[src/hw/mdr_pkg.sv]
// Constants shared by the motor driver register bank
package mdr_pkg;
  localparam logic [6:0] MDR_DEV_ADDR = 7'h52;
  localparam logic [7:0] MDR_OFS_FAULT = 8'h00;
  localparam logic [7:0] MDR_OFS_SPEED = 8'h01;
  localparam logic [7:0] MDR_OFS_PERIOD = 8'h02;
  localparam logic [7:0] MDR_OFS_BEMF = 8'h03;
  localparam logic [7:0] MDR_OFS_CURRENT = 8'h04;
  localparam logic [7:0] MDR_OFS_POS_SUP = 8'h05;
  localparam logic [7:0] MDR_OFS_CMD_DUTY = 8'h06;
  localparam logic [7:0] MDR_OFS_ANALOG = 8'h07;
  localparam logic [7:0] MDR_OFS_ID = 8'h08;
  localparam logic [7:0] MDR_OFS_RW_BASE = 8'h30;
  localparam logic [7:0] MDR_OFS_CFG_BASE = 8'h90;
  localparam int MDR_RW_NUM = 7;
  localparam int MDR_CFG_NUM = 7;
  localparam logic [7:0] MDR_FAULT_CLEAR = 8'hff;
  localparam logic [15:0] MDR_FAULT_MASK = 16'hffbf;
  localparam logic [15:0] MDR_SPEED_CTRL_MASK = 16'h81ff;
  localparam int MDR_TAKEOVER_BIT = 15;
  localparam int MDR_KEY_IDX = 1;
  localparam logic [15:0] MDR_CFG_RESET [MDR_CFG_NUM] = '{
    16'hc000, 16'h0049, 16'h00c1, 16'h3788, 16'h3baf, 16'h7840, 16'h007a};
  localparam logic [7:0] MDR_DIE_CODE = 8'h5a; // Arbitrary value
  localparam logic [7:0] MDR_REV_CODE = 8'h01; // Arbitrary value
  typedef enum logic [1:0] {
    MDR_SRC_PWM = 2'b00,
    MDR_SRC_ANALOG = 2'b01,
    MDR_SRC_HOST = 2'b10,
    MDR_SRC_RSVD = 2'b11
  } mdr_src_e;
  typedef enum logic [2:0] {
    MDR_ST_IDLE = 3'b000,
    MDR_ST_ADDR = 3'b001,
    MDR_ST_REG = 3'b010,
    MDR_ST_WR = 3'b011,
    MDR_ST_ACK = 3'b100,
    MDR_ST_RD = 3'b101,
    MDR_ST_RDACK = 3'b110
  } mdr_state_e;
endpackage

[src/hw/mdr_regbank.sv]
// Two-wire slave register bank of the motor driver
`timescale 1ns/1ps
`default_nettype none
module mdr_regbank
(
  input wire logic clk_sys,
  input wire logic rst,
  input wire logic scl,
  input wire logic sda_in,
  output logic sda_out,
  output logic sda_oe,
  input wire logic [15:0] fault_set,
  input wire logic [15:0] electrical_speed,
  input wire logic [15:0] electrical_period,
  input wire logic [15:0] bemf_constant,
  input wire logic [10:0] phase_current,
  input wire logic [7:0] initial_rotor_position,
  input wire logic [7:0] supply_level,
  input wire logic [1:0] speed_source_mode,
  input wire logic [7:0] input_pwm_duty,
  input wire logic [9:0] command_adc_sample,
  input wire logic [7:0] buffered_output_duty,
  output logic [15:0] fault_flags,
  output logic [7:0] speed_command_value,
  output logic [8:0] host_speed_setting,
  output logic host_speed_takeover,
  output logic [15:0] nvm_program_key,
  output logic [16*mdr_pkg::MDR_CFG_NUM-1:0] nvm_config
);
  import mdr_pkg::*;

  logic [1:0] scl_sync_reg;
  logic [1:0] sda_sync_reg;
  logic scl_d_reg;
  logic sda_d_reg;
  logic scl_rise;
  logic scl_fall;
  logic bus_start;
  logic bus_stop;
  mdr_state_e state_reg;
  mdr_state_e after_ack_reg;
  logic [3:0] bit_cnt_reg;
  logic [7:0] shift_reg;
  logic [7:0] ptr_reg;
  logic hi_byte_reg;
  logic [7:0] hi_data_reg;
  logic [7:0] lo_tx_reg;
  logic [7:0] tx_reg;
  logic master_ack_reg;
  logic wr_stb_reg;
  logic [15:0] wr_word_reg;
  logic fault_clr_reg;
  logic [15:0] fault_flags_reg;
  logic [7:0] speed_cmd_reg;
  logic [15:0] rw_reg [MDR_RW_NUM];
  logic [15:0] cfg_reg [MDR_CFG_NUM];
  logic [15:0] rd_word;
  logic [7:0] rw_idx;
  logic [7:0] cfg_idx;

  // Two-stage synchronisers; only the second stage feeds logic
  always_ff @(posedge clk_sys or posedge rst) begin
    if (rst) begin
      scl_sync_reg <= 2'h3;
      sda_sync_reg <= 2'h3;
      scl_d_reg <= 1'h1;
      sda_d_reg <= 1'h1;
    end else begin
      scl_sync_reg <= {scl_sync_reg[0], scl};
      sda_sync_reg <= {sda_sync_reg[0], sda_in};
      scl_d_reg <= scl_sync_reg[1];
      sda_d_reg <= sda_sync_reg[1];
    end
  end

  // Bus events seen on the synchronised lines
  assign scl_rise = scl_sync_reg[1] & ~scl_d_reg;
  assign scl_fall = ~scl_sync_reg[1] & scl_d_reg;
  assign bus_start = scl_sync_reg[1] & scl_d_reg & sda_d_reg &
                     ~sda_sync_reg[1];
  assign bus_stop = scl_sync_reg[1] & scl_d_reg & ~sda_d_reg &
                    sda_sync_reg[1];

  // Offsets relative to each writable bank; wrap-around falls out of range
  assign rw_idx = ptr_reg - MDR_OFS_RW_BASE;
  assign cfg_idx = ptr_reg - MDR_OFS_CFG_BASE;

  // Read mux; status inputs are read live at load time
  always_comb begin
    rd_word = 16'h0000;
    unique case (ptr_reg)
      MDR_OFS_FAULT: rd_word = fault_flags_reg;
      MDR_OFS_SPEED: rd_word = electrical_speed;
      MDR_OFS_PERIOD: rd_word = electrical_period;
      MDR_OFS_BEMF: rd_word = bemf_constant;
      MDR_OFS_CURRENT: rd_word = {5'h00, phase_current};
      MDR_OFS_POS_SUP: rd_word = {initial_rotor_position, supply_level};
      MDR_OFS_CMD_DUTY: begin
        rd_word = {speed_cmd_reg, buffered_output_duty};
      end
      MDR_OFS_ANALOG: rd_word = {6'h00, command_adc_sample};
      MDR_OFS_ID: rd_word = {MDR_DIE_CODE, MDR_REV_CODE};
      default: begin
        if (rw_idx < 8'(MDR_RW_NUM)) begin
          rd_word = rw_reg[rw_idx[2:0]];
        end else if (cfg_idx < 8'(MDR_CFG_NUM)) begin
          rd_word = cfg_reg[cfg_idx[2:0]];
        end
      end
    endcase
  end

  // Slave protocol engine; data changes only after SCL falls
  always_ff @(posedge clk_sys or posedge rst) begin
    if (rst) begin
      state_reg <= MDR_ST_IDLE;
      after_ack_reg <= MDR_ST_IDLE;
      bit_cnt_reg <= 4'h0;
      shift_reg <= 8'h00;
      ptr_reg <= 8'h00;
      hi_byte_reg <= 1'b1;
      hi_data_reg <= 8'h00;
      lo_tx_reg <= 8'h00;
      tx_reg <= 8'h00;
      master_ack_reg <= 1'b0;
      sda_oe <= 1'b0;
      wr_stb_reg <= 1'b0;
      wr_word_reg <= 16'h0000;
      fault_clr_reg <= 1'b0;
    end else begin
      wr_stb_reg <= 1'b0;
      fault_clr_reg <= 1'b0;
      if (bus_start) begin
        state_reg <= MDR_ST_ADDR;
        bit_cnt_reg <= 4'h0;
        sda_oe <= 1'b0;
      end else if (bus_stop) begin
        state_reg <= MDR_ST_IDLE;
        sda_oe <= 1'b0;
      end else begin
        unique case (state_reg)
          MDR_ST_IDLE: begin
            sda_oe <= 1'b0;
          end
          MDR_ST_ADDR, MDR_ST_REG, MDR_ST_WR: begin
            if (scl_rise) begin
              shift_reg <= {shift_reg[6:0], sda_sync_reg[1]};
              bit_cnt_reg <= bit_cnt_reg + 4'h1;
            end else if (scl_fall && bit_cnt_reg == 4'h8) begin
              bit_cnt_reg <= 4'h0;
              sda_oe <= 1'b1;
              state_reg <= MDR_ST_ACK;
              if (state_reg == MDR_ST_ADDR) begin
                hi_byte_reg <= 1'b1;
                after_ack_reg <= shift_reg[0] ? MDR_ST_RD : MDR_ST_REG;
                if (shift_reg[7:1] != MDR_DEV_ADDR) begin
                  sda_oe <= 1'b0;
                  state_reg <= MDR_ST_IDLE;
                end
              end else if (state_reg == MDR_ST_REG) begin
                ptr_reg <= shift_reg;
                hi_byte_reg <= 1'b1;
                after_ack_reg <= MDR_ST_WR;
              end else begin
                after_ack_reg <= MDR_ST_WR;
                hi_byte_reg <= ~hi_byte_reg;
                if (hi_byte_reg) begin
                  hi_data_reg <= shift_reg;
                  fault_clr_reg <= (ptr_reg == MDR_OFS_FAULT) &&
                                   (shift_reg == MDR_FAULT_CLEAR);
                end else begin
                  wr_stb_reg <= 1'b1;
                  wr_word_reg <= {hi_data_reg, shift_reg};
                end
              end
            end
          end
          MDR_ST_ACK: begin
            if (scl_fall) begin
              state_reg <= after_ack_reg;
              sda_oe <= 1'b0;
              if (after_ack_reg == MDR_ST_RD) begin
                // Word sampled here, so the two bytes always match
                tx_reg <= {rd_word[14:8], 1'b0};
                lo_tx_reg <= rd_word[7:0];
                sda_oe <= ~rd_word[15];
                hi_byte_reg <= 1'b0;
                bit_cnt_reg <= 4'h1;
              end
            end
          end
          MDR_ST_RD: begin
            if (scl_fall) begin
              if (bit_cnt_reg == 4'h8) begin
                sda_oe <= 1'b0;
                bit_cnt_reg <= 4'h0;
                state_reg <= MDR_ST_RDACK;
              end else begin
                sda_oe <= ~tx_reg[7];
                tx_reg <= {tx_reg[6:0], 1'b0};
                bit_cnt_reg <= bit_cnt_reg + 4'h1;
              end
            end
          end
          MDR_ST_RDACK: begin
            if (scl_rise) begin
              master_ack_reg <= ~sda_sync_reg[1];
            end else if (scl_fall) begin
              if (master_ack_reg) begin
                // Odd byte reloads the same full word, as the pointer never advances
                state_reg <= MDR_ST_RD;
                bit_cnt_reg <= 4'h1;
                hi_byte_reg <= ~hi_byte_reg;
                if (hi_byte_reg) begin
                  tx_reg <= {rd_word[14:8], 1'b0};
                  lo_tx_reg <= rd_word[7:0];
                  sda_oe <= ~rd_word[15];
                end else begin
                  tx_reg <= {lo_tx_reg[6:0], 1'b0};
                  sda_oe <= ~lo_tx_reg[7];
                end
              end else begin
                state_reg <= MDR_ST_IDLE;
              end
            end
          end
          default: begin
            state_reg <= MDR_ST_IDLE;
            sda_oe <= 1'b0;
          end
        endcase
      end
    end
  end

  // Open-drain: only ever pulls low
  always_ff @(posedge clk_sys or posedge rst) begin
    if (rst) begin
      sda_out <= 1'b0;
    end else begin
      sda_out <= 1'b0;
    end
  end

  // Sticky faults; a new event wins over a clear in the same cycle
  always_ff @(posedge clk_sys or posedge rst) begin
    if (rst) begin
      fault_flags_reg <= 16'h0000;
    end else begin
      fault_flags_reg <= ((fault_clr_reg ? 16'h0000 : fault_flags_reg) |
                          fault_set) & MDR_FAULT_MASK;
    end
  end

  // Host registers; status offsets ignore writes
  always_ff @(posedge clk_sys or posedge rst) begin
    if (rst) begin
      for (int i = 0; i < MDR_RW_NUM; i++) begin
        rw_reg[i] <= 16'h0000;
      end
      for (int i = 0; i < MDR_CFG_NUM; i++) begin
        cfg_reg[i] <= MDR_CFG_RESET[i];
      end
    end else if (wr_stb_reg) begin
      if (rw_idx < 8'(MDR_RW_NUM)) begin
        rw_reg[rw_idx[2:0]] <= (rw_idx == 8'h00) ?
                               (wr_word_reg & MDR_SPEED_CTRL_MASK) :
                               wr_word_reg;
      end else if (cfg_idx < 8'(MDR_CFG_NUM)) begin
        cfg_reg[cfg_idx[2:0]] <= wr_word_reg;
      end
    end
  end

  // Speed command from the active source, 255 meaning full scale
  always_ff @(posedge clk_sys or posedge rst) begin
    if (rst) begin
      speed_cmd_reg <= 8'h00;
    end else if (rw_reg[0][MDR_TAKEOVER_BIT]) begin
      speed_cmd_reg <= rw_reg[0][8:1];
    end else begin
      unique case (mdr_src_e'(speed_source_mode))
        MDR_SRC_PWM: speed_cmd_reg <= input_pwm_duty;
        MDR_SRC_ANALOG: speed_cmd_reg <= command_adc_sample[9:2];
        MDR_SRC_HOST: speed_cmd_reg <= rw_reg[0][8:1];
        MDR_SRC_RSVD: speed_cmd_reg <= 8'h00;
      endcase
    end
  end

  // Outputs taken straight from their flops; duty passes
  assign fault_flags = fault_flags_reg;
  assign speed_command_value = speed_cmd_reg;
  assign host_speed_setting = rw_reg[0][8:0];
  assign host_speed_takeover = rw_reg[0][MDR_TAKEOVER_BIT];
  assign nvm_program_key = rw_reg[MDR_KEY_IDX];
  genvar g;
  generate
    for (g = 0; g < MDR_CFG_NUM; g++) begin : g_cfg
      assign nvm_config[16*g +: 16] = cfg_reg[g];
    end
  endgenerate
endmodule
`default_nettype wire

[config.mk]
export PLATFORM = sky130hd
export DESIGN_NAME = mdr_regbank
export DESIGN_NICKNAME = d
export VERILOG_FILES = /design/src/hw/mdr_pkg.sv /design/src/hw/mdr_regbank.sv
export SDC_FILE = /design/constraint.sdc
export NUM_CORES = 1
export LEC_CHECK = 0
export ABC_AREA = 1
export BUFFER_PORTS_ARGS = -buffer_cell sky130_fd_sc_hd__buf_2
export CAP_MARGIN = 20
export CORE_MARGIN = 4
export CORE_UTILIZATION = 30
export CTS_BUF_LIST = sky130_fd_sc_hd__clkbuf_4 sky130_fd_sc_hd__clkbuf_8
export DETAILED_ROUTE_END_ITERATION = 6
export HOLD_SLACK_MARGIN = 0.06
export PLACE_DENSITY = 0.57
export SLEW_MARGIN = 20
export SYNTH_ARGS = -nofsm -noshare
export SYNTH_HDL_FRONTEND = slang
export SYNTH_SLANG_ARGS = --single-unit
export TNS_END_PERCENT = 5
[constraint.sdc]
create_clock -name clk_sys -period 20.3 [get_ports clk_sys]
set_input_delay 2.03 -clock clk_sys [delete_from_list [all_inputs] [get_ports clk_sys]]
set_output_delay 2.03 -clock clk_sys [all_outputs]
set_load 0.01 [all_outputs]
== Yosys cells after proc, flatten, opt, wreduce, memory -nomap -nowiden ==
Index checks and enable logic that the tools add are counted.
Operators by class
  add/subtract/negate cells: 3
  multiplexer cells: 103
  bitwise operators: 24
  equal/unequal tests: 48
  order comparisons: 6
  reduce and logical (&&, ||, !) cells: 27
Operator list (count)
  112-bit bitwise mux: 2
  16-bit two-way mux: 9
  16-bit one-hot mux with 9 select lines: 1
  8-bit two-way mux: 15
  16-bit binary-select mux with 3-bit select: 2
  16-bit demux with 3-bit select: 2
  4-bit two-way mux: 11
  3-bit two-way mux: 14
  1-bit two-way mux: 39
  4-bit != test, second input constant: 9
  8-bit by 3-bit == test with 1-bit output, second input constant: 4
  8-bit one-hot mux with 4 select lines: 1
  8-bit one-hot mux with 3 select lines: 1
  8-bit AND reduction: 3
  2-bit != test, second input constant: 11
  3-bit != test, second input constant: 7
  10-bit AND reduction: 2
  9-bit AND reduction: 2
  8-bit by 2-bit == test with 1-bit output, second input constant: 2
  8-bit zero test: 2
  8-bit by 3-bit < comparator with 1-bit output, second input constant: 2
  16-bit bitwise OR: 1
  4-bit one-hot mux with 4 select lines: 1
  8-bit one-hot mux with 2 select lines: 1
  other kinds (34): 67
Storage, ports and cells
  input bits: 123
  logic and storage cells: 245
  output and inout bits: 164
  bits in registers: 324

== Depth between registers and ports, before layout ==
Gate-level depths: netlist of the first run.
  word-level depth: 16
  depth in mapped cells: 15
  gate-level depth less buffers: 14

== Least setup slack after synthesis of the first run ==
No wires, ideal clock.
  path type: in2reg
  from: input speed_source_mode[0]
  to: register speed_cmd_reg[1] (netlist: speed_command_value[1])
  arrival: 2864 ps
  buffers on the path: 2
  setup time: 83 ps
  stages on the path: 6
  path slack: 17354 ps
  path through: clkbuf_1 or2_2 clkbuf_1 o21ai_0 nand2_1 o21ai_0
Between the ends
  longest elaborated chain between the ends: 3
  elaborated cells on any way between the ends: 6
Ends and longest elaborated chain
  start, declared: RTL line mdr_regbank.sv:19  | input wire logic [1:0] speed_source_mode,
  2-bit == test, or another cell as far along: RTL line mdr_regbank.sv:282  | unique case (mdr_src_e'(speed_source_mode))
  8-bit one-hot mux with 4 select lines *: RTL line mdr_regbank.sv:282
  8-bit two-way mux *: RTL line mdr_regbank.sv:279  | end else if (rw_reg[0][MDR_TAKEOVER_BIT]) begin
  end signal, assigned: RTL line mdr_regbank.sv:280  | speed_cmd_reg <= rw_reg[0][8:1];
  end signal, assigned: RTL line mdr_regbank.sv:283  | MDR_SRC_PWM: speed_cmd_reg <= input_pwm_duty;
  end signal, assigned: RTL line mdr_regbank.sv:284  | MDR_SRC_ANALOG: speed_cmd_reg <= command_adc_sample[9:2];
  end, declared: RTL line mdr_regbank.sv:54  | logic [7:0] speed_cmd_reg;
Every way passes the cells marked *; elsewhere a longest branch is shown, timed or not.
A chain may end at the register's enable or synchronous reset.

==> key figures, run 1 <==
Layout
  • Filler cells: between 5000 and 6000
  • Largest register FFs: between 100 and 150
  • Synth-to-Final Area Change: 19.24%
  • Reg area: just over 8000 um2
  • Share of layout cells above drive strength 1: between 20 and 25%
  • Nets: around 2400
  • Multi-input logic area: between 6000 and 7000 um2

Setup path
  • Worst setup path class: input port to async pin
  • CP Max Fanout: roughly 110
  • Startpoint types: input port
  • Worst path bufs/invs: 4
  • Worst path required time: around 21 ns
  • Top cell by count, worst path: buf_4
  • CP endpoint kind: async pin
  • Critical Path AT: about 4.5 ns
  • Slowest stage delay, CP: between 0.8 and 0.9 ns
  • Critical Path, Cell by Cell: buf_2 > inv_8 > buf_4 > buf_4
  • Crit-path leading delay family: buffers and inverters
  • Critical Path Slowest Stage Cell: buf_4

STA
  • Slew HR: approximately 29%
  • Final Setup Violations: 0
  • Fmax achieved: roughly 250 MHz
  • Worst Clk Skew: ~0.045 ns
  • Pins Over Slew Limit: 0
  • Unrepaired setup endpoints after global routing: false
  • Tmin final: approximately 4 ns
  • Final period util: between 15 and 20%
  • Slew of the pin with the lowest slew margin: between 1 and 1.5 ns
  • Setup_tns: 0 ns
  • Endpoints failing hold: 0
  • Fin worst setup slack: 16.36 ns

Clock network
  • Clk pin slew, worst setup/hold paths: 0.06 ns
  • H-tree depth: 2
  • Post-CTS Resized: 0
  • Clock Latency Late Sink: ~0.67 ns
  • Postcts setup bufs: 0
  • CTS tree: built
  • CTS max path bufs: 3
  • CTS buffer count: 57
  • Root Driver: clkbuf_8
  • CTS sink count: 323
  • Hold_buf cts: 0

Floorplan
  • Overall die height: ~240 um
  • Io pins: between 200 and 300
  • Die width: between 200 and 250 um
  • Row count: 83
  • Initial Util: 30.51%
  • Core area: 51720 um2
  • Die area: about 56000 um2

Routing
  • Wire length on met1: ~26000 um
  • Final WL: about 58000 um
  • DR DRC count: 0
  • Vias post-DR: about 15000
  • Antenna Violating Nets Remaining: 0
  • DRT iter0 DRCs: between 1000 and 1500
  • Metal3 WL: about 3400 um
  • Wire length on met2: around 28000 um
  • Via density: ~5
  • Uppermost layer routed: met4
  • Drt pass-1 iters: 5
  • Wire per inst: around 20 um

Pwr
  • Total leakage power: about 9.3 nW
  • Design Power: 1.415 mW
  • Worst IR Drop VDD: roughly 0.048 mV
  • Pint: around 1.1 mW
  • Sw Ratio: 24.51%
  • Clock share of power: a little under half
  • Sw Pwr: roughly 350 uW
  • Sequential Power Share: 47.6%
  • Pwr Density: between 70 and 80 nW/um2
  • Logic pwr share: 4.5%

Synth
  • Yosys top cell area share: 44.41%
  • Most frequent cell after synthesis: nand2_1
  • Dominant cell type by area after synthesis: dfrtp_1
  • Top FF cell, synth: dfrtp_1
  • Yosys warns: 0
  • Area of the mapped netlist: 15780 um2
  • Flops & latches, synth: around 320
  • Post-synth top cells: nand2_1, o21ai_0, dfrtp_1
  • Synth Area per Inst: 7.917 um2
  • Yosys cell types: between 40 and 50
  • Async set-or-reset flop fraction in the synthesized netlist: 100.0%
  • EDFF count, synth: 0
  • Register area share after synthesis: 51.57%
  • Top post-synthesis cells by area: dfrtp_1, nand2_1, o21ai_0
  • Synthesized instance count: roughly 2000

Global route
  • Largest net degree at the start of global routing: 110
  • Global-route wire length before repair: 88080 um
  • Total grt overflow: 0
  • GRT Total Usage: 19.90%
  • Initial antenna violation count: 1
  • Vias in the first global route: between 10000 and 15000

Flow run
  • Max_cap viols: 0

Worst hold path
  • HP Class: flip-flop to flip-flop

Place
  • GP Congestion: 0.8702
  • Detailed-placement wirelength estimate: 41450 um
  • Worst slack at placement: approximately 16 ns
  • Port bufs: around 280

Status
  • Status: complete, no violations
-- kinds of logic (layout without fill, tap and decap cells) --
kind of cell	after synthesis	in the layout	synth area share, %
and+or+nand+nor	917	917	23.97
AOI/OAI and AO/OA	465	465	16.22
muxes	1	1	0.07136
buffers and inverters	284	565	7.993
DFF	323	323	51.57
adders and majority gates	2	2	0.1586
other	1	3	0.02377
-- power by group through the flow --
stage / Sequential [mW] / Combinational [mW] / Clock, mW
6_report: 0.674 / 0.0632 / 0.678
5_1_grt: 0.676 / 0.0729 / 0.720
4_1_cts: 0.674 / 0.0647 / 0.693
3_5_place_dp: 0.685 / 0.0644 / 0
3_3_place_gp: 0.684 / 0.0629 / 0
2_1_floorplan: 0.679 / 0.0406 / 0
-- metrics by stage --
step                      cell area, um2  instances  hold slack, ns  util, %
after floorplan                    15780       1994          0.3452        -
after global placement             17500       2846          0.3477    33.84
after detailed placement           17500       2846          0.3472    33.84
after CTS                          18790       2954          0.3556    36.34
after global routing               18810       2956          0.3628    36.38
final                              18810       2956          0.3551    36.38
-- worst register-to-register path: stages, from the launching register on --
cell and delay, ns:
dfrtp_1 0.52, buf_4 0.28, nand3_1 0.11, nand2_1 0.08
inv_1 0.05, nand2_1 0.33, nor2_2 0.36, inv_2 0.10
nor2_1 0.60, inv_1 0.53, o21ai_0 0.32
-- layout by cell type, fill, tap and decap left out, types with 7 or more instances in the layout --
cell type	n
dfstp_2	43
nand2_1	646
clkbuf_4	21
nand2_2	7
nand4_1	24
o21bai_1	16
clkbuf_8	69
dfrtp_1	279
buf_2	283
o21ai_0	329
nor2_1	132
o221ai_1	10
o22ai_1	22
inv_1	137
inv_2	16
o21ai_2	21
nand3_1	73
clkinv_2	12
buf_4	14
nor2_2	9
a21oi_1	44
-- per-layer routing --
metal  global-route usage, %  vias to the layer above
met5                       0                        -
met4                   5.449                        0
met3                   3.365                       89
met2                   32.50                      533
met1                   27.49                     7134
li1                        -                     6933
-- final timing paths --
kind / start / to / slack, ns / cells after the start
max: rst / ptr_reg[2] / 16.36 / 4
min: sda_sync_reg[0] / sda_sync_reg[1] / 0.36 / 0
max reg2reg: ptr_reg[1] / rw_reg[24] / 16.89 / 10
min reg2reg: sda_sync_reg[0] / sda_sync_reg[1] / 0.36 / 0
max in group clk_sys: nvm_config[91] / nvm_config[91] / 16.88 / 1
min in group asynchronous: rst / nvm_program_key[9] / 1.50 / 2
-- final cells by class --
cell class / count / area share [%]
multi-input cells: 1387 / 33.96
diodes: 1 / 0.01330
well taps: 680 / 4.522
flip-flops and latches: 323 / 43.25
clock buffers: 90 / 5.885
repair buffers: 298 / 8.167
inverters: 159 / 3.212
clock inverters: 18 / 0.9842
Note: power is estimated with default switching activity, not from simulation.
==> inputs of run 2 (changes only) <==
Settings changed: ABC_AREA 1 to 0, PLACE_DENSITY 0.57 to 0.59.
Clock period 20.3 ns to 3.5 ns, I/O delays scaled along.
==> run 2 against run 1 <==
Against the previous run: area after synthesis up 2.3%; critical path depth unchanged; power rose to 5.8 times the previous value; wire length down 4.9%; sequential cell count unchanged; worst hold slack worse by 0.29 ns; sequential share of layout area down 2.3 points; first-iteration DRC count down 40%; clock-buffer cell count down 2; highest routed layer is now met5.
==> key figures, run 2 <==
Status
  • Status: complete, no violations

Routing
  • Vias post-DR: 12220 (-17%)
  • Antenna Violating Nets Remaining: 0 (unchanged)
  • Final WL: 55150 um (-4.9%)
  • DR DRC count: 0 (unchanged)
  • Wire per inst: 23.58 um (+20%)
  • DRT iter0 DRCs: 854 (-40%)
  • Drt pass-1 iters: 7 (+2)
  • Via density: 5.223 (+5.1%)

Synth
  • EDFF count, synth: 0 (unchanged)
  • Yosys cell types: 78 (+90%)
  • Synth Area per Inst: 12.46 um2 (+57%)
  • Synth Area in Simple Gates: 8.677% (-15 points)
  • Top post-synthesis cells by area: dfrtp_1, mux2_2, dfstp_2
  • Most frequent cell after synthesis: dfrtp_1
  • Synthesized instance count: 1295 (-35%)
  • Yosys warns: 0 (unchanged)
  • Main combinational cell family by area after synthesis: multiplexers
  • Dominant cell type by area after synthesis: dfrtp_1
  • Complex-gate fraction of the synthesized area: 9.864% (-6.4 points)
  • Mux share of post-synthesis cell area: 26.11% (+26 points)
  • Async set-or-reset flop fraction in the synthesized netlist: 100.0% (unchanged)
  • Area of the mapped netlist: 16140 um2 (+2.3%)
  • Flops & latches, synth: 323 (unchanged)
  • Top FF cell, synth: dfrtp_1
  • Post-synth top cells: dfrtp_1, mux2_2, nand2_1
  • Yosys top cell area share: 43.42% (-0.98 points)
  • Adder-cell area share of the yosys netlist: 0.1551% (-0.0035 points)
  • Register area share after synthesis: 50.43% (-1.1 points)
  • Synth Area in XOR/XNOR: 0.05428% (+0.054 points)

Pwr
  • Total leakage power: 9.371 nW (+0.95%)
  • Pint: 6.233 mW (+480%)
  • Logic pwr share: 4.0% (-0.5 points)
  • Clock share of power: 49.1% (+1.2 points)
  • Worst IR Drop VDD: 0.3907 mV (+720%)
  • Sequential Power Share: 46.9% (-0.7 points)
  • Pwr Density: 409.6 nW/um2 (+440%)
  • Sw Ratio: 23.43% (-1.1 points)
  • Sw Pwr: 1.907 mW (+450%)
  • Design Power: 8.140 mW (+480%)

Setup path
  • Worst reg2reg startpoint: ptr_reg[0]
  • Critical Path AT: 3.37 ns (-1.14 ns)
  • CP Max Fanout: 22 (-80%)
  • Startpoint types: flip-flop
  • CP endpoint kind: flip-flop
  • CP Launch Point: ptr_reg[0]
  • Worst path required time: 4.01 ns (-16.87 ns)
  • Worst setup path class: flip-flop to flip-flop

Clock network
  • Postcts setup bufs: 0 (unchanged)
  • Post-CTS Resized: 0 (unchanged)
  • CTS tree: built
  • Clock Latency Late Sink: 0.67 ns (about the same)
  • H-tree depth: 2 (unchanged)
  • CTS max path bufs: 3 (unchanged)
  • CTS sink count: 323 (unchanged)
  • CTS buffer count: 58 (+1.8%)
  • Root Driver: clkbuf_8
  • Hold_buf cts: 33 (+33)
  • Clk pin slew, worst setup/hold paths: 0.06 ns (about the same)

STA
  • Final Setup Violations: 0 (unchanged)
  • Fmax achieved: 349.0 MHz
  • Slew HR: 43.63% (+15 points)
  • Pins Over Slew Limit: 0 (unchanged)
  • Unrepaired setup endpoints after global routing: false
  • Slew of the pin with the lowest slew margin: 0.8435 ns (-0.2236 ns)
  • Endpoints failing hold: 0 (unchanged)
  • Final period util: slightly above 80%
  • Worst Clk Skew: 0.04581 ns (+0.0007553 ns)
  • Tmin final: between 2 and 3 ns

Global route
  • Global-route wire length before repair: 81520 um (-7.5%)
  • Vias in the first global route: 12880 (-10%)
  • Initial antenna violation count: 3 (+2)
  • Largest net degree at the start of global routing: 96 (-13%)
  • Total grt overflow: 0 (unchanged)
  • GRT Total Usage: 18.73% (-1.2 points)

Layout
  • Final Cell Area: 19870 um2 (+5.6%)
  • Commonest non-fill, non-tap cell in the layout: buf_2
  • Synth-to-Final Area Change: 23.16%
  • Share of layout cells above drive strength 1: 50.15% (+27 points)
  • Finished Layout Cells: 2339 (-21%)
  • Nets: 1729 (-26%)
  • Antenna diodes: 0 (-1)
  • Most frequent cells in the layout: buf_2, dfrtp_1, mux2_2, nand2_1, o21ai_0
  • Fin util: 37.59% (+1.2 points)
  • Filler cells: 5120 (-7.2%)
  • Largest register FFs: 112 (unchanged)

Floorplan
  • Initial Util: 30.52% (about the same)
  • Row count: 84 (+1.2%)
  • Die area: 57560 um2 (+2.2%)
  • Die width: 239.9 um (+1.1%)
  • Core area: 52870 um2 (+2.2%)
  • Overall die height: 239.9 um (+1.1%)
  • Io pins: 287 (unchanged)

Worst hold path
  • Worst hold start: command_adc_sample[6]
  • HP Class: input port to flip-flop

Place
  • Cells after DPL: 2198 (-23%)
  • Port bufs: 283 (unchanged)
  • Detailed-placement wirelength estimate: 39480 um (-4.7%)
  • DP Area: 18200 um2 (+4.0%)
  • GP Congestion: 0.8595 (-1.2%)

Flow run
  • Max_cap viols: 0 (unchanged)
==> run 2: changes by cell type after synthesis, moves of 20 or more <==
cell and change:
a211oi_1 +22, mux2_2 +249, o21ai_2 -21, nor2_1 -74
nand2_1 -553, o22ai_1 -21, nand3_1 -59, clkbuf_1 -20
a21oi_1 -25, buf_2 +22, inv_1 -126, o21ai_0 -256
mux4_2 +49
==> run 2: power by group through the flow <==
stage	sequential, mW	combinational [mW]	clock, mW
final	3.82	0.326	4.00
after global routing	3.82	0.363	4.28
after CTS	3.82	0.332	4.10
after detailed placement	3.88	0.299	0
after global placement	3.88	0.291	0
after floorplan	3.86	0.168	0
==> run 2: cell type report <==
cell class	count	area, um2	area share, %
Timing Repair Buffer	375	2247	11.31
Clock buffer	88	1105	5.559
Multi-Input combinational cell	834	7253	36.50
Tap cell	688	860.8	4.332
Inverter	12	48.80	0.2455
Clock inverter	19	210.2	1.058
Sequential cell	323	8148	41.00
==> run 2: path summary, 6_finish.rpt <==
kind                                     endpoint  slack [ns]  depth (start not counted)
max in group asynchronous          nvm_config[62]        2.15                          4
hold / removal             speed_command_value[4]        0.07                          3
setup reg to reg                   nvm_config[74]        0.63                          4
setup / recovery                   nvm_config[74]        0.63                          4
hold reg to reg                   sda_sync_reg[1]        0.36                          0
min in group asynchronous      nvm_program_key[1]        0.35                          3
==> run 2: cell families after synthesis <==
| group | after synthesis |
|---|---|
| buf+inv | 139 |
| mux | 324 |
| xor+xnor | 1 |
| flops | 323 |
| fa+ha+maj | 2 |
| simple gates | 272 |
| compound gates | 233 |
| other cells | 1 |
==> run 2: worst max-delay path, cell delays in order, from the launching register on <==
cell	delay (ns)
dfrtp_4	0.69
buf_4	0.27
nor2_2	0.60
nand4_2	0.65
mux2_2	0.50
==> run 2: stage by stage <==
step / TNS, ns / hold slack, ns / setup WS [ns]
final: 0 / 0.06928 / 0.6348
after global routing: 0 / 0.07400 / 0.5194
after CTS: 0 / 0.06077 / 0.5977
after detailed placement: 0 / 0.3488 / 0.6223
after global placement: 0 / 0.3479 / 0.6536
after floorplan: -314.62 / 0.3452 / -1.124
==> run 2: per-layer routing <==
layer,global-route usage [%],vias to the layer above,part of all wire (%)
met2,30.41,528,46
li1,-,5399,-
met3,5.643,108,9.1
met1,24.07,6179,42
met5,0,-,0.024
met4,6.173,2,3.1
==> inputs of run 3 (changes only) <==
Settings changed: PLACE_DENSITY 0.59 to 0.57.
Clock period 3.5 ns to 2.99 ns, I/O delays scaled along.
==> run 3 against run 2 <==
Against the previous run: critical path depth rose by 2; global-route usage is essentially flat; non-clock buffer count up 9; final area about the same; largest power group is now registers; via count decreased by 1.1%; sequential cell count stayed put.
==> key figures, run 3 (synthesis gave the netlist of run 2 again) <==
Status
  • Status: complete, no violations

Layout
  • Synth-to-Final Area Change: 23.13% (about the same)
  • Share of layout cells above drive strength 1: 50.33% (+0.18 points)
  • Fin util: 37.58% (about the same)
  • Finished Layout Cells: 2344 (+0.21%)
  • Commonest non-fill, non-tap cell in the layout: buf_2
  • Largest register FFs: 112 (unchanged)
  • Most frequent cells in the layout: buf_2, dfrtp_1, mux2_2, nand2_1, o21ai_0
  • Reg area: 8148 um2 (unchanged)
  • Multi-input logic area: 7253 um2 (unchanged)
  • Final Cell Area: 19870 um2 (about the same)
  • Nets: 1735 (+0.35%)
  • Filler cells: 5170 (+0.98%)

Setup path
  • Critical Path AT: 3.22 ns (-0.15 ns)
  • Worst path required time: 3.52 ns (-0.49 ns)
  • CP endpoint kind: flip-flop
  • CP Max Fanout: 20 (-9.1%)
  • Startpoint types: flip-flop
  • Worst setup path class: flip-flop to flip-flop

Clock network
  • Postcts setup bufs: 0 (unchanged)
  • CTS sink count: 323 (unchanged)
  • Post-CTS Resized: 0 (unchanged)
  • Clock Latency Late Sink: 0.63 ns (-0.04 ns)
  • CTS buffer count: 55 (-5.2%)
  • Clk pin slew, worst setup/hold paths: 0.06 ns (about the same)
  • Root Driver: clkbuf_8
  • Hold_buf cts: 32 (-3.0%)
  • CTS max path bufs: 3 (unchanged)
  • CTS tree: built
  • H-tree depth: 2 (unchanged)

Floorplan
  • Core area: 52870 um2 (unchanged)
  • Io pins: 287 (unchanged)
  • Die width: 239.9 um (unchanged)
  • Overall die height: 239.9 um (unchanged)
  • Row count: 84 (unchanged)
  • Die area: 57560 um2 (unchanged)
  • Initial Util: 30.52% (unchanged)

Global route
  • Global-route wire length before repair: 81630 um (+0.14%)
  • Vias in the first global route: 12630 (-1.9%)
  • GR Layer Usage met3: 4.324% (-1.3 points)
  • M1 GR Usage: 25.45% (+1.4 points)
  • Largest net degree at the start of global routing: 72 (-25%)
  • Busiest grt layer: met2
  • GRT Total Usage: 18.68% (-0.048 points)
  • Grt met2 use: 29.92% (-0.49 points)
  • Total grt overflow: 0 (unchanged)
  • Initial antenna violation count: 3 (unchanged)

Place
  • Port bufs: 283 (unchanged)
  • DP Area: 18330 um2 (+0.73%)
  • GP Congestion: 0.8560 (-0.41%)
  • Detailed-placement wirelength estimate: 39970 um (+1.2%)
  • Cells after DPL: 2209 (+0.50%)
  • Worst slack at placement: 0.3248 ns (-0.2975 ns)

Pwr
  • Total leakage power: 9.371 nW (about the same)
  • Logic pwr share: 4.2% (+0.2 points)
  • Pint: 7.029 mW (+13%)
  • Sw Ratio: 23.44% (about the same)
  • Pwr Density: 462.1 nW/um2 (+13%)
  • Worst IR Drop VDD: 0.2889 mV (-26%)
  • Clock share of power: 47.1% (-2.0 points)
  • Sequential Power Share: 48.7% (+1.8 points)
  • Sw Pwr: 2.151 mW (+13%)

STA
  • Tmin final: 2.686 ns (-0.1788 ns)
  • Worst Clk Skew: 0.02812 ns (-0.01769 ns)
  • Fmax achieved: 372.2 MHz (+6.7%)
  • Slew HR: 43.70% (+0.068 points)
  • Pins Over Slew Limit: 0 (unchanged)
  • Hold slack: 0.1025 ns (+0.03321 ns)
  • Endpoints failing hold: 0 (unchanged)
  • Final Setup Violations: 0 (unchanged)
  • Unrepaired setup endpoints after global routing: false
  • Slew of the pin with the lowest slew margin: 0.8425 ns (-0.001012 ns)
  • Final period util: 89.85% (+8.0 points)
  • Fin worst setup slack: 0.3036 ns (-0.3312 ns)

Routing
  • Wire per inst: 23.51 um (-0.28%)
  • DR DRC count: 0 (unchanged)
  • Final WL: 55110 um (about the same)
  • Antenna Violating Nets Remaining: 0 (unchanged)
  • Vias post-DR: 12080 (-1.1%)
  • DRT iter0 DRCs: 629 (-26%)
  • Via density: 5.152 (-1.3%)
  • Drt pass-1 iters: 5 (-2)

Worst hold path
  • HP Class: input port to flip-flop

Flow run
  • Max_cap viols: 0 (unchanged)
run 3: worst paths after layout:
path / start / to / slack (ns) / cells after the start
max: ptr_reg[1] / tx_reg[7] / 0.30 / 6
min: input_pwm_duty[6] / speed_command_value[6] / 0.10 / 3
max reg2reg: ptr_reg[1] / tx_reg[7] / 0.30 / 6
min reg2reg: sda_sync_reg[0] / sda_sync_reg[1] / 0.36 / 0
max in group asynchronous: rst / nvm_config[14] / 1.63 / 5
min in group asynchronous: rst / rw_reg[67] / 0.33 / 3
run 3: power groups by stage:
stage	clock network (mW)	logic [mW]	registers, mW
finish	4.33	0.385	4.47
global route	4.63	0.431	4.47
CTS	4.45	0.395	4.47
detailed placement	0	0.357	4.54
global placement	0	0.349	4.54
floorplan	0	0.197	4.51
run 3: per-layer routing:
layer | part of all wire, % | wire length [um] | vias to the layer above
met1 | 45 | 24580 | 6153
met4 | 2.7 | 1492 | 0
met5 | 0 | 0 | -
met2 | 46 | 25260 | 436
li1 | - | - | 5392
met3 | 6.9 | 3784 | 96
run 3: layout make-up:
cell class	instances	area share [%]
clock buffer	90	5.605
inverter	12	0.2456
timing repair buffer	384	11.79
antenna	1	0.01260
multi-input combinational	834	36.51
clock inverter	12	0.4975
tap	688	4.333
sequential	323	41.01
run 3: worst max-delay path, stage by stage (launching register included):
cell,delay (ns)
dfrtp_4,0.63
nor2b_4,0.58
buf_12,0.25
a22oi_1,0.10
a211oi_1,0.63
o311ai_0,0.21
a31oi_1,0.19
run 3: per-stage QoR:
stage	setup TNS (ns)	power (mW)
final	0	9.180
after global routing	0	9.535
after CTS	0	9.313
after detailed placement	0	4.900
after global placement	0	4.891
after floorplan	-461.55	4.710
